File: config.mk
export PLATFORM = sky130hd
export DESIGN_NAME = smw_supervisor
export DESIGN_NICKNAME = d
export VERILOG_FILES = /design/src/shared/smw_pkg.sv /design/src/logic/smw_supervisor.sv
export SDC_FILE = /design/constraint.sdc
export NUM_CORES = 1
export LEC_CHECK = 0
export ABC_CLOCK_PERIOD_IN_PS = 13500
export BUFFER_PORTS_ARGS = -buffer_cell sky130_fd_sc_hd__buf_2
export CORE_MARGIN = 4
export CORE_UTILIZATION = 44
export CTS_BUF_LIST = sky130_fd_sc_hd__clkbuf_8 sky130_fd_sc_hd__clkbuf_16
export DETAILED_ROUTE_END_ITERATION = 16
export PLACE_DENSITY = 0.68
export SLEW_MARGIN = 20
export SYNTH_ARGS = -nofsm -noshare
export SYNTH_HDL_FRONTEND = slang
export SYNTH_SLANG_ARGS = --single-unit
File: constraint.sdc
create_clock -name mclk_i -period 13.5 [get_ports mclk_i]
set_clock_uncertainty 0.05 [all_clocks]
set_input_delay 1.35 -clock mclk_i [delete_from_list [all_inputs] [get_ports mclk_i]]
set_output_delay 1.35 -clock mclk_i [all_outputs]
set_load 0.1 [all_outputs]
File: src/shared/smw_pkg.sv
package smw_pkg;

  // ----------------------------------------------------------------
  // Time base and timing tables
  // ----------------------------------------------------------------
  localparam int CLK_MHZ  = 100;         // System clock rate
  localparam int TICK_US  = 50;          // Time base period in us
  localparam int TICK_CYC = TICK_US * CLK_MHZ;
  localparam int ONE_SEC_MS = 1000;
  localparam logic [15:0] ONE_SEC_TK = 16'(ONE_SEC_MS * 1000 / TICK_US);
  localparam logic [15:0] WD_PULSE_TK = 16'h0014; // Watchdog reset pulse

  typedef logic [15:0] smw_tbl_t [0:7];
  // All entries in time base ticks
  localparam smw_tbl_t SD_HOLD_TBL = '{16'h0001, 16'h0014, 16'h0064,
    16'h00c8, 16'h0190, 16'h03e8, 16'h07d0, 16'h0fa0};
  localparam smw_tbl_t SD_DLY_TBL = '{16'h0001, 16'h00c8, 16'h03e8,
    16'h07d0, 16'h0fa0, 16'h1f40, 16'h3e80, 16'h5dc0};
  localparam smw_tbl_t RST_HOLD_TBL = '{16'h0002, 16'h0014, 16'h0064,
    16'h00c8, 16'h0190, 16'h03e8, 16'h07d0, 16'h0fa0};
  localparam smw_tbl_t WD_TMO_TBL = '{16'h07d0, 16'h1388, 16'h2710,
    16'h3a98, 16'h4e20, 16'h61a8, 16'h7530, 16'h9c40};

  // ----------------------------------------------------------------
  // Register map and layouts
  // ----------------------------------------------------------------
  localparam logic [7:0] ADR_CTRL  = 8'h00;
  localparam logic [7:0] ADR_WDOG  = 8'h04;
  localparam logic [7:0] ADR_STAT  = 8'h08;
  localparam logic [7:0] ADR_FAULT = 8'h0c;

  typedef struct packed {
    logic [4:0] rsvd;
    logic [2:0] aux_hold;
    logic [2:0] aux_thr;
    logic [2:0] main_hold;
    logic [2:0] main_thr;
    logic       edge_mode;
    logic [2:0] sd_delay;
    logic [2:0] sd_hold;
    logic [3:0] off_thr;
    logic [3:0] on_thr;
  } smw_ctrl_s;

  typedef struct packed {
    logic [25:0] rsvd;
    logic        fuse_override;
    logic        float_en;
    logic        adv_mode;
    logic [2:0]  timeout;
  } smw_wdog_s;

  localparam logic [2:0] AUX_THR_OFF = 3'h0; // Aux monitor disabled
  localparam smw_ctrl_s CTRL_RST = '{rsvd: 5'h00, aux_hold: 3'h7,
    aux_thr: AUX_THR_OFF, main_hold: 3'h7, main_thr: 3'h3,
    edge_mode: 1'b0, sd_delay: 3'h3, sd_hold: 3'h3,
    off_thr: 4'h7, on_thr: 4'h8};
  localparam smw_wdog_s WDOG_RST = '{rsvd: 26'h0, fuse_override: 1'b0,
    float_en: 1'b0, adv_mode: 1'b0, timeout: 3'h6};

  localparam int FLT_WAKE = 0; // Fault bit: wake input turned off
  localparam int FLT_WD   = 1; // Fault bit: watchdog timeout

  // ----------------------------------------------------------------
  // Carriers and states
  // ----------------------------------------------------------------
  typedef struct packed {
    logic wake_on;   // Wake input above turn-on threshold
    logic wake_off;  // Wake input below turn-off threshold
    logic main_uv;   // Main supply undervoltage
    logic aux_uv;    // Aux supply undervoltage
  } smw_cmp_s;

  typedef struct packed {
    logic [3:0] wake_turn_on_threshold;
    logic [3:0] wake_turn_off_threshold;
    logic [2:0] main_supply_monitor;
    logic [2:0] aux_supply_monitor;
  } smw_thr_s;

  typedef enum logic [1:0] {SD_RUN, SD_WARN, SD_DOWN} smw_sd_e;

endpackage

File: src/logic/smw_supervisor.sv
//Contract
// - Level mode watches both turn-on and turn-off comparator results.
// - Sixteen threshold codes each for turn-on and turn-off.
// - Eight shutdown hold times and eight shutdown delays selectable.
// - Shutdown hold defaults to 10 ms, delay to 100 ms.
// - Turn-off shutdown latches a fault bit until read or cleared.
// - Warning goes low first; shutdown follows after the delay.
// - Rising-edge mode uses only turn-on result, ignores turn-off.
// - Main monitor: eight thresholds, eight hold times; reset held.
// - Main hold defaults to 200 ms, threshold to the 4.36 V code.
// - Main undervoltage asserts reset; release after hold on recovery.
// - Aux monitor: eight thresholds and eight hold times.
// - Aux threshold defaults to disabled, causing no reset.
// - Aux result drives aux output directly, and reset via hold.
// - Eight watchdog timeouts from 100 ms to 2000 ms.
// - Watchdog timeout defaults to 1500 ms.
// - Watchdog supervises only once reset output is high.
// - No watchdog edge within timeout gives a reset pulse.
// - Standard mode repeats pulses each timeout until an edge.
// - Watchdog timer clears whenever reset is asserted.
// - Advanced: fourth timeout gives shutdown and reset for 1 s.
// - Floating input disables watchdog unless enable bit is set.
// - Float enable writable only if fuse unblown or override set.
// - Shutdown asserted always asserts reset as well.
// - Manual reset has top priority in asserting reset.
`timescale 1ns/10ps
module smw_supervisor
  import smw_pkg::*;
#(
  parameter int TICK_CYCLES = TICK_CYC
) (
  input  wire logic        mclk_i,
  input  wire logic        rst_i,
  input  wire logic        wb_cyc_i,
  input  wire logic        wb_stb_i,
  input  wire logic        wb_we_i,
  input  wire logic [7:0]  wb_adr_i,
  input  wire logic [3:0]  wb_sel_i,
  input  wire logic [31:0] wb_dat_i,
  output logic      [31:0] wb_dat_o,
  output logic             wb_ack_o,
  input  wire smw_cmp_s    cmp_i,
  output smw_thr_s         thr_o,
  input  wire logic        watchdog_toggle_in_i,
  input  wire logic        watchdog_float_i,
  input  wire logic        manual_reset_n_i,
  input  wire logic        fuse_float_blown_i,
  output logic             shutdown_out_n_o,
  output logic             shutdown_warning_n_o,
  output logic             reset_out_n_o,
  output logic             aux_comparator_out_o,
  output logic             aux_comparator_out_oe_o
);

  // ----------------------------------------------------------------
  // State record
  // ----------------------------------------------------------------
  typedef struct packed {
    smw_ctrl_s   ctrl;
    smw_wdog_s   wdog;
    logic [1:0]  fault;
    smw_sd_e     sd;
    logic [15:0] pre;
    logic [15:0] sd_cnt;
    logic [15:0] main_cnt;
    logic [15:0] aux_cnt;
    logic [15:0] wd_cnt;
    logic [1:0]  wd_miss;
    logic [15:0] wd_pulse;
    logic        wd_sd;
    logic        wdi_prev;
    logic        ack;
    logic [31:0] dat;
    logic        shutdown_out_n_n;
    logic        warn_n;
    logic        rst_n;
  } smw_state_s;

  // Power-up: shutdown and reset held low
  localparam smw_state_s ST_RST = '{ctrl: CTRL_RST, wdog: WDOG_RST,
    sd: SD_DOWN, sd_cnt: SD_HOLD_TBL[CTRL_RST.sd_hold],
    main_cnt: RST_HOLD_TBL[CTRL_RST.main_hold], warn_n: 1'b1,
    default: '0};

  localparam logic [15:0] TICK_LAST = 16'(TICK_CYCLES - 1);

  smw_state_s s_reg;
  smw_state_s s_next;
  logic       tick;
  logic       req;
  logic       flt_clr;
  logic [1:0] flt_set;
  logic [31:0] wmask;
  logic       wake_trip;
  logic       wd_on;
  logic       wd_edge;
  logic       wd_tmo;
  logic       rst_req;

  // Byte lane mask from select
  function automatic logic [31:0] smw_mask(input logic [3:0] sel);
    logic [31:0] m;
    m = '0;
    for (int i = 0; i < 4; i++) begin
      m[i*8 +: 8] = {8{sel[i]}};
    end
    return m;
  endfunction

  // ----------------------------------------------------------------
  // Next state
  // ----------------------------------------------------------------
  always_comb begin
    s_next  = s_reg;
    flt_set = '0;
    flt_clr = 1'b0;
    wmask   = smw_mask(wb_sel_i);

    // Free-running time base
    tick = (s_reg.pre == TICK_LAST);
    s_next.pre = tick ? 16'h0000 : s_reg.pre + 16'h0001;

    // Wishbone slave, one wait state
    req = wb_cyc_i && wb_stb_i && !s_reg.ack;
    s_next.ack = req;
    if (req && wb_we_i) begin
      case (wb_adr_i)
        ADR_CTRL: begin
          s_next.ctrl = smw_ctrl_s'((s_reg.ctrl & ~wmask) |
                                    (wb_dat_i & wmask));
          s_next.ctrl.rsvd = '0;
        end
        ADR_WDOG: begin
          s_next.wdog = smw_wdog_s'((s_reg.wdog & ~wmask) |
                                    (wb_dat_i & wmask));
          s_next.wdog.rsvd = '0;
          if (fuse_float_blown_i && !s_reg.wdog.fuse_override) begin
            s_next.wdog.float_en = s_reg.wdog.float_en;
          end
        end
        ADR_FAULT: flt_clr = 1'b1;
        default: ;
      endcase
    end
    if (req && !wb_we_i) begin
      case (wb_adr_i)
        ADR_CTRL:  s_next.dat = s_reg.ctrl;
        ADR_WDOG:  s_next.dat = s_reg.wdog;
        ADR_STAT:  s_next.dat = {24'h0, s_reg.wd_miss, s_reg.sd,
                                 cmp_i.aux_uv, s_reg.rst_n,
                                 s_reg.warn_n, s_reg.shutdown_out_n_n};
        ADR_FAULT: begin
          s_next.dat = {30'h0, s_reg.fault};
          flt_clr = 1'b1;
        end
        default:   s_next.dat = '0;
      endcase
    end

    // Wake sequencer: warning, delay, shutdown, hold
    wake_trip = s_reg.ctrl.edge_mode ? 1'b0 : cmp_i.wake_off;
    case (s_reg.sd)
      SD_RUN: begin
        if (wake_trip) begin
          s_next.sd = SD_WARN;
          s_next.sd_cnt = SD_DLY_TBL[s_reg.ctrl.sd_delay];
          flt_set[FLT_WAKE] = 1'b1;
        end
      end
      SD_WARN: begin
        if (tick) begin
          if (s_reg.sd_cnt <= 16'h0001) begin
            s_next.sd = SD_DOWN;
            s_next.sd_cnt = SD_HOLD_TBL[s_reg.ctrl.sd_hold];
          end else begin
            s_next.sd_cnt = s_reg.sd_cnt - 16'h0001;
          end
        end
      end
      SD_DOWN: begin
        if (tick && s_reg.sd_cnt != 16'h0000) begin
          s_next.sd_cnt = s_reg.sd_cnt - 16'h0001;
        end
        if (s_reg.sd_cnt == 16'h0000 && cmp_i.wake_on && !wake_trip) begin
          s_next.sd = SD_RUN;
        end
      end
      default: s_next.sd = SD_DOWN;
    endcase

    // Main supply hold timer
    if (cmp_i.main_uv) begin
      s_next.main_cnt = RST_HOLD_TBL[s_reg.ctrl.main_hold];
    end else if (tick && s_reg.main_cnt != 16'h0000) begin
      s_next.main_cnt = s_reg.main_cnt - 16'h0001;
    end

    // Aux supply hold timer, idle while disabled
    if (s_reg.ctrl.aux_thr == AUX_THR_OFF) begin
      s_next.aux_cnt = 16'h0000;
    end else if (cmp_i.aux_uv) begin
      s_next.aux_cnt = RST_HOLD_TBL[s_reg.ctrl.aux_hold];
    end else if (tick && s_reg.aux_cnt != 16'h0000) begin
      s_next.aux_cnt = s_reg.aux_cnt - 16'h0001;
    end

    // Watchdog
    s_next.wdi_prev = watchdog_toggle_in_i;
    wd_edge = (watchdog_toggle_in_i ^ s_reg.wdi_prev) && !watchdog_float_i;
    wd_on   = !(watchdog_float_i && !s_reg.wdog.float_en);
    wd_tmo  = tick && (s_reg.wd_cnt >= WD_TMO_TBL[s_reg.wdog.timeout] -
                       16'h0001);
    if (tick && s_reg.wd_pulse != 16'h0000) begin
      s_next.wd_pulse = s_reg.wd_pulse - 16'h0001;
      if (s_reg.wd_pulse == 16'h0001) begin
        s_next.wd_sd = 1'b0;
      end
    end
    if (!s_reg.rst_n) begin
      s_next.wd_cnt = 16'h0000;
    end else if (!wd_on || wd_edge) begin
      s_next.wd_cnt  = 16'h0000;
      s_next.wd_miss = 2'h0;
    end else if (wd_tmo) begin
      s_next.wd_cnt = 16'h0000;
      flt_set[FLT_WD] = 1'b1;
      if (s_reg.wdog.adv_mode && s_reg.wd_miss == 2'h3) begin
        s_next.wd_sd    = 1'b1;
        s_next.wd_pulse = ONE_SEC_TK;
        s_next.wd_miss  = 2'h0;
      end else begin
        s_next.wd_pulse = WD_PULSE_TK;
        if (s_reg.wdog.adv_mode) begin
          s_next.wd_miss = s_reg.wd_miss + 2'h1;
        end
      end
    end else if (tick) begin
      s_next.wd_cnt = s_reg.wd_cnt + 16'h0001;
    end

    // Fault record: a new event wins over a clear
    s_next.fault = (flt_clr ? 2'h0 : s_reg.fault) | flt_set;

    // Outputs
    s_next.warn_n = (s_next.sd == SD_RUN);
    s_next.shutdown_out_n_n = !(s_next.sd == SD_DOWN || s_next.wd_sd);
    rst_req = !manual_reset_n_i || !s_next.shutdown_out_n_n ||
              cmp_i.main_uv || s_next.main_cnt != 16'h0000 ||
              s_next.aux_cnt != 16'h0000 || s_next.wd_pulse != 16'h0000;
    s_next.rst_n = !rst_req;
  end

  // ----------------------------------------------------------------
  // State register
  // ----------------------------------------------------------------
  always_ff @(posedge mclk_i or posedge rst_i) begin
    if (rst_i) begin
      s_reg <= ST_RST;
    end else begin
      s_reg <= s_next;
    end
  end

  // Port drive
  assign wb_dat_o             = s_reg.dat;
  assign wb_ack_o             = s_reg.ack;
  assign shutdown_out_n_o     = s_reg.shutdown_out_n_n;
  assign shutdown_warning_n_o = s_reg.warn_n;
  assign reset_out_n_o        = s_reg.rst_n;
  assign aux_comparator_out_o = 1'b0;
  assign aux_comparator_out_oe_o = cmp_i.aux_uv;
  assign thr_o = '{wake_turn_on_threshold:  s_reg.ctrl.on_thr,
                   wake_turn_off_threshold: s_reg.ctrl.off_thr,
                   main_supply_monitor:     s_reg.ctrl.main_thr,
                   aux_supply_monitor:      s_reg.ctrl.aux_thr};
endmodule // smw_supervisor

==> out/results.ini, run 1 <==
[power_and_ir_drop]
switching_share_pct=26.7
internal_power_mw=0.775
seqPwrFrac_pct=48.7
pwr-share-comb_pct=6.3
powerDensity_nw_per_um2=94.1
power_frac_clock_pct=45.1
p_sw_mw=0.283
ir_worst_vdd_v=0.0000668
p_leak_nw=5.06

[route]
drc=0
via_per_inst=5.52
drt_iter0_markers=551
ant_nets=0
detail_route.first_pass.iterations=5
wl_um=22800
wl_per_cell_um=15.9
vias=7943

[sta]
fin_crit_sh_pct=36.8
max_slew_margin_pct=35.2
tns_ps=0
finalMaxSlewViolations=0
setup_viol=0
hold_ws_ps=428
timing.fmax_mhz=201
report.final.hold_viol_count=0
worst_pin_slew_ps=972
final.min_clock_period_ps=4970
rsz0062_at_grt=no

[yosys]
synthTopCellsByArea=dfrtp_1 34%, dfstp_2 7.5%, ha_1 6.9%
yosysSeqAreaShare_pct=41.5
synth_edf_count=0
synth.yosys.warnings=0
async_flop_share_pct=100
ys_ff_latch=168
synth_top_area_cell=dfrtp_1
synth_top_cell_area_share_pct=34.0
syn-instance-count=1071
syn_area_um2=10200
synth_cell_types=85
syn_avg_cell_area_um2=9.54
ys.flop_type=dfrtp_1

[place]
place_inst=1408
place_hpwl_um=16800
numPortBuffers=97
place_congestion=0.890

[layout]
drive_above_1_share_pct=19.8
fin_util_pct=49.3
layout_commonest_cell=dfrtp_1
layout_common_cells=139 x dfrtp_1, 118 x nor2_1, 97 x buf_2, 78 x nand2_1, 56 x ha_1
nets=1227
finalNonFillerCells=1440
diodes=0
area_growth_pct=9.97
num-fill-cells=2148

[floorplanning]
die-area_um2=25700
ios=109
rows=55
start_util_pct=44.9
fp.dieH_um=160
core_area_um2=22800
die_width_um=160

[critical_path]
slowest_delay_ps=620
reg2reg_depth=17
crit_buf_inv=2
path_max_fanout=17
cp_slowest_cell=dfstp_2
worstSetupPathType=reg -> reg
regToRegEndpoint=reset_out_n_o
r2r_slack_ps=8530
critPathTopFamily=simple AND/OR/NAND/NOR gates
critPathMostFrequentCell=ha_1
required_ps=13750
cp_cell_sequence=inv_1, ha_1, a21oi_1, ha_1, nand2b_1, xor2_1, a21boi_0, ha_1, nand4_1, o221ai_1, nand3_1, a211oi_2, buf_4, mux2i_1, or4b_2, or4_1, nor4b_2
startpoint_type=flop
crit_path_end_kind=flop
worstPathArrival_ps=5230

[clock_tree]
tritoncts=built
cts_max_path_buffers=2
htree_levels=4
cts_root_buffer=clkbuf_16
ctsResizeCount=0
cts_setup_buffers=0
clkTransAtPathRegs_ps=70
clock_latency_ps=430
clock_sinks=168
hold_buffers=0
numCtsBuffers=17

[global_route]
grt_pass1_wl_um=37700
grt_max_degree=92
antenna_found_initial=0
grtUsageTotal_pct=17.5
grt_pass1_vias=7602
gr-total-overflow=0

[run_status]
status=finished, final reports clean

[min_path]
hp-start=s_reg[37]
hold_depth=2
min_to=s_reg[37]
min_path_type=reg -> reg

[job]
cap_viol_max_count=0

[cell usage after synthesis, types with 28 or more instances]
cell and count:
xor2_1 28, o21ai_0 53, dfstp_2 29, mux2_2 30, clkbuf_1 29, nand2_1 78
xnor2_1 39, dfrtp_1 139, nor2_1 118, buf_4 48, nor3_1 28, ha_1 56
inv_1 50, a21oi_1 49
[kinds of logic after synthesis]
kind of cell,after synthesis,share of synthesized area (%)
AND/OR/NAND/NOR,362,18.0
AO/OA/AOI/OAI,228,15.0
flip-flops,168,41.5
buffers and inverters,136,7.05
XOR/XNOR,67,5.74
adder cells (fa/ha/maj),56,6.86
multiplexers,53,5.86
other,1,0.0367
[per-stage QoR]
step / power (mW) / worst slack (ps) / area [um^2]
2_1_floorplan: 0.573 / 7600 / 10200
3_3_place_gp: 0.590 / 8600 / 10700
3_5_place_dp: 0.591 / 8510 / 10700
4_1_cts: 1.07 / 8480 / 11200
5_1_grt: 1.10 / 8200 / 11200
6_report: 1.06 / 8530 / 11200
[worst max path at each step]
stage,start,endpoint,slack (ps),cells past startpoint
CTS,flop,reset_out_n_o,8480,17
global placement,flop,reset_out_n_o,8600,17
floorplan,rst_i,asynchronous set/reset pin,7600,1
detailed placement,flop,reset_out_n_o,8510,17
global route,flop,reset_out_n_o,8200,17
finish,flop,reset_out_n_o,8530,17
[per-layer routing]
metal	up-vias	track usage [%]	routed length, um
met4	0	3.56	183
li1	3866	-	-
met5	-	0	0
met3	17	3.90	1130
met1	3861	25.0	11000
met2	199	27.5	10500
[power by group through the flow]
stage / Combinational (mW) / Sequential, mW / Clock (mW)
final: 0.0663 / 0.515 / 0.477
after global routing: 0.0739 / 0.515 / 0.512
after CTS: 0.0672 / 0.515 / 0.487
after detailed placement: 0.0669 / 0.524 / 0
after global placement: 0.0661 / 0.524 / 0
after floorplan: 0.0497 / 0.524 / 0
[area by class of cell]
type | count | area, um^2 | area share, %
multi-input cells | 772 | 5280 | 47.0
flip-flops and latches | 168 | 4240 | 37.7
well taps | 313 | 392 | 3.48
repair buffers | 105 | 546 | 4.85
clock buffers | 17 | 425 | 3.79
inverters | 50 | 193 | 1.71
clock inverters | 15 | 160 | 1.43
[worst register-to-register path, delay by kind of cell (launching register included)]
kind / cells / cell delay [ps]
xor gates and xnor gates: 1 / 130
buffers and inverters: 2 / 380
muxes: 1 / 280
DFF: 1 / 620
AOI/OAI and AO/OA: 4 / 810
adders and majority gates: 3 / 780
and+or+nand+nor: 6 / 1800
No activity file was read; power rests on OpenSTA's default activity.
==> inputs of run 2 (changes only) <==
--- a/config.mk
+++ b/config.mk
@@ -5,7 +5,7 @@
 export SDC_FILE = /design/constraint.sdc
 export NUM_CORES = 1
 export LEC_CHECK = 0
-export ABC_CLOCK_PERIOD_IN_PS = 13500
+export ABC_CLOCK_PERIOD_IN_PS = 5000
 export BUFFER_PORTS_ARGS = -buffer_cell sky130_fd_sc_hd__buf_2
 export CORE_MARGIN = 4
 export CORE_UTILIZATION = 44
==> constraint.sdc (replaced) <==
create_clock -name mclk_i -period 5 [get_ports mclk_i]
set_clock_uncertainty 0.05 [all_clocks]
set_input_delay 0.5 -clock mclk_i [delete_from_list [all_inputs] [get_ports mclk_i]]
set_output_delay 0.5 -clock mclk_i [all_outputs]
set_load 0.1 [all_outputs]
==> run 2 against run 1 <==
Against the previous run:
- utilization up 0.30 points
- clock-buffer cell count did not move
- register-to-register slack worse by 8200 ps
- critical path depth rose by 2
- non-clock buffer count increased by 7
- routed wire length is 3.9% higher
- cell area is 0.61% higher
- combinational power increased to 2.7 times the previous value
- maximum frequency grew 6.8%
- via count is 0.68% higher
- power increased to 2.7 times the previous value
- final cell count rose by 0.49%
- largest power group unchanged
==> out/results.ini, run 2 (synthesis gave the netlist of run 1 again) <==
[layout]
drive_above_1_share_pct=20.5  ; was 19.8%
final_area_um2=11300  ; was 11,200 um^2
diodes=0  ; unchanged
layout_commonest_cell=dfrtp_1  ; unchanged
nets=1234  ; was 1,227
layout_common_cells=139 x dfrtp_1, 118 x nor2_1, 97 x buf_2, 78 x nand2_1, 56 x ha_1  ; unchanged
fin_util_pct=49.6  ; was 49.3%
area_growth_pct=10.6  ; was 9.97%
num-fill-cells=2080  ; was 2,148

[clock_tree]
clkTransAtPathRegs_ps=70  ; about the same
tritoncts=built  ; unchanged
cts_max_path_buffers=2  ; unchanged
clock_sinks=168  ; unchanged
cts_root_buffer=clkbuf_16  ; unchanged
clock_latency_ps=450  ; was 430 ps
numCtsBuffers=17  ; unchanged
htree_levels=4  ; unchanged

[route]
wl_um=23700  ; was 22,800 um
via_per_inst=5.53  ; was 5.52
vias=7997  ; was 7,943
ant_nets=0  ; unchanged
drc=0  ; unchanged
drt_iter0_markers=584  ; was 551
wl_per_cell_um=16.4  ; was 15.9 um
detail_route.first_pass.iterations=5  ; unchanged

[critical_path]
worstSetupPathType=reg -> reg  ; unchanged
cp_slowest_cell=dfstp_2  ; unchanged
regToRegEndpoint=reset_out_n_o  ; unchanged
crit_path_end_kind=flop  ; unchanged
cp_cell_sequence=inv_1, ha_1, inv_1, mux2i_1, nand2_1, nand2_1, a31oi_2, nor3_1, o21ai_0, o21ai_0, ha_1, nand2_1, nor2_1, nand3_1, a211oi_4, mux2i_1, or4b_2, or4_1, nor4b_2  ; was inv_1, ha_1, a21oi_1, ha_1, nand2b_1, xor2_1, a21boi_0, ha_1, nand4_1, o221ai_1, nand3_1, a211oi_2, buf_4, mux2i_1, or4b_2, or4_1, nor4b_2
crit_cells=19  ; was 17
startpoint_type=flop  ; unchanged
crit_end=reset_out_n_o  ; unchanged
worstPathArrival_ps=4960  ; was 5230 ps
critPathTopFamily=simple AND/OR/NAND/NOR gates  ; unchanged
reg2reg_depth=19  ; was 17
slowest_delay_ps=620  ; about the same
critPathMostFrequentCell=nand2_1  ; was ha_1
path_max_fanout=9  ; was 17
r2r_slack_ps=340  ; was 8530 ps
crit_buf_inv=2  ; unchanged
required_ps=5300  ; was 13,750 ps

[global_route]
antenna_found_initial=0  ; unchanged
gr-total-overflow=0  ; unchanged
grt_pass1_wl_um=39200  ; was 37,700 um
grtUsageTotal_pct=18.4  ; was 17.5%
grt_max_degree=151  ; was 92
grt_pass1_vias=7637  ; was 7,602

[place]
place_hpwl_um=17000  ; was 16,800 um
numPortBuffers=97  ; unchanged
pre_cts_ws_ps=261  ; was 8510 ps
placedInstanceArea_um2=10700  ; about the same
place_congestion=0.902  ; was 0.890

[sta]
worst_slack_ps=343  ; was 8530 ps
setup_viol=0  ; unchanged
worst_pin_slew_ps=809  ; was 972 ps
finalMaxSlewViolations=0  ; unchanged
fin_crit_sh_pct=93.1  ; was 36.8%
final.min_clock_period_ps=4660  ; was 4970 ps
timing.fmax_mhz=215  ; was 201 MHz
max_slew_margin_pct=45.8  ; was 35.2%
report.final.hold_viol_count=0  ; unchanged

[floorplanning]
core_area_um2=22800  ; unchanged
rows=55  ; unchanged
die-area_um2=25700  ; unchanged
fp.dieH_um=160  ; unchanged
start_util_pct=44.9  ; unchanged
ios=109  ; unchanged
die_width_um=160  ; unchanged

[job]
cap_viol_max_count=0  ; unchanged

[power_and_ir_drop]
seqPwrFrac_pct=48.5  ; was 48.7%
pwr-share-comb_pct=6.3  ; about the same
switching_share_pct=27.0  ; was 26.7%
ir_worst_vdd_v=0.000160  ; was 0.0000668 V
p_sw_mw=0.776  ; was 0.283 mW
p_leak_nw=5.10  ; was 5.06 nW
internal_power_mw=2.09  ; was 0.775 mW
power_frac_clock_pct=45.2  ; was 45.1%
powerDensity_nw_per_um2=254  ; was 94.1 nW/um^2

[min_path]
min_path_type=in -> async  ; was reg -> reg

[run_status]
status=finished, final reports clean  ; unchanged

run 2: worst min-delay path by stage:
stage	start	slack (ps)	endpoint	cells after the start
final	rst_i	7	s_reg[130]	2
after global routing	rst_i	40	s_reg[134]	2
after CTS	rst_i	8	s_reg[134]	2
after detailed placement	s_reg[135]	420	s_reg[135]	1
after global placement	wb_dat_o[0]	410	wb_dat_o[0]	2
after floorplan	s_reg[139]	390	s_reg[139]	2
run 2: worst register-to-register path, delay by kind of cell, from the launching register on:
kind                     cells  cell delay [ps]
adder cells (fa/ha/maj)      2              500
buffers and inverters        2              200
multiplexers                 2              360
flip-flops                   1              620
AND/OR/NAND/NOR              9             1950
AO/OA/AOI/OAI                4              880
run 2: per-stage QoR:
step	cells	hold slack (ps)	TNS, ps	power [mW]
floorplan	1076	392	0	1.55
global placement	1414	412	0	1.60
detailed placement	1414	415	0	1.60
CTS	1446	8.03	0	2.90
global route	1447	35.1	-24.8	2.99
finish	1447	6.66	0	2.87
run 2: timing repair:
item | 4_1_cts | 5_1_grt
setup endpoints to repair | 0 | 1
resized for setup | 0 | 3
buffers inserted | 0 | 1
hold buffers | 0 | 0
run 2: power by group through the flow:
stage / Sequential, mW / Clock, mW / Combinational [mW]
6_report: 1.39 / 1.30 / 0.182
4_1_cts: 1.39 / 1.33 / 0.184
5_1_grt: 1.39 / 1.39 / 0.201
3_5_place_dp: 1.42 / 0 / 0.183
3_3_place_gp: 1.41 / 0 / 0.181
2_1_floorplan: 1.41 / 0 / 0.134
run 2: layout make-up:
| class | instances | area [um^2] | area share [%] |
|---|---|---|---|
| repair buffers | 112 | 611 | 5.40 |
| multi-input cells | 772 | 5300 | 46.9 |
| clock buffers | 17 | 425 | 3.76 |
| flip-flops and latches | 168 | 4240 | 37.5 |
| well taps | 313 | 392 | 3.46 |
| inverters | 50 | 191 | 1.69 |
| clock inverters | 15 | 148 | 1.31 |
run 2: metal layers:
layer / vias to the layer above / wire [um] / track usage, %
met4: 0 / 415 / 6.06
met5: - / 0 / 0
met3: 28 / 1100 / 3.41
li1: 3875 / - / -
met2: 204 / 10900 / 28.1
met1: 3890 / 11400 / 26.4
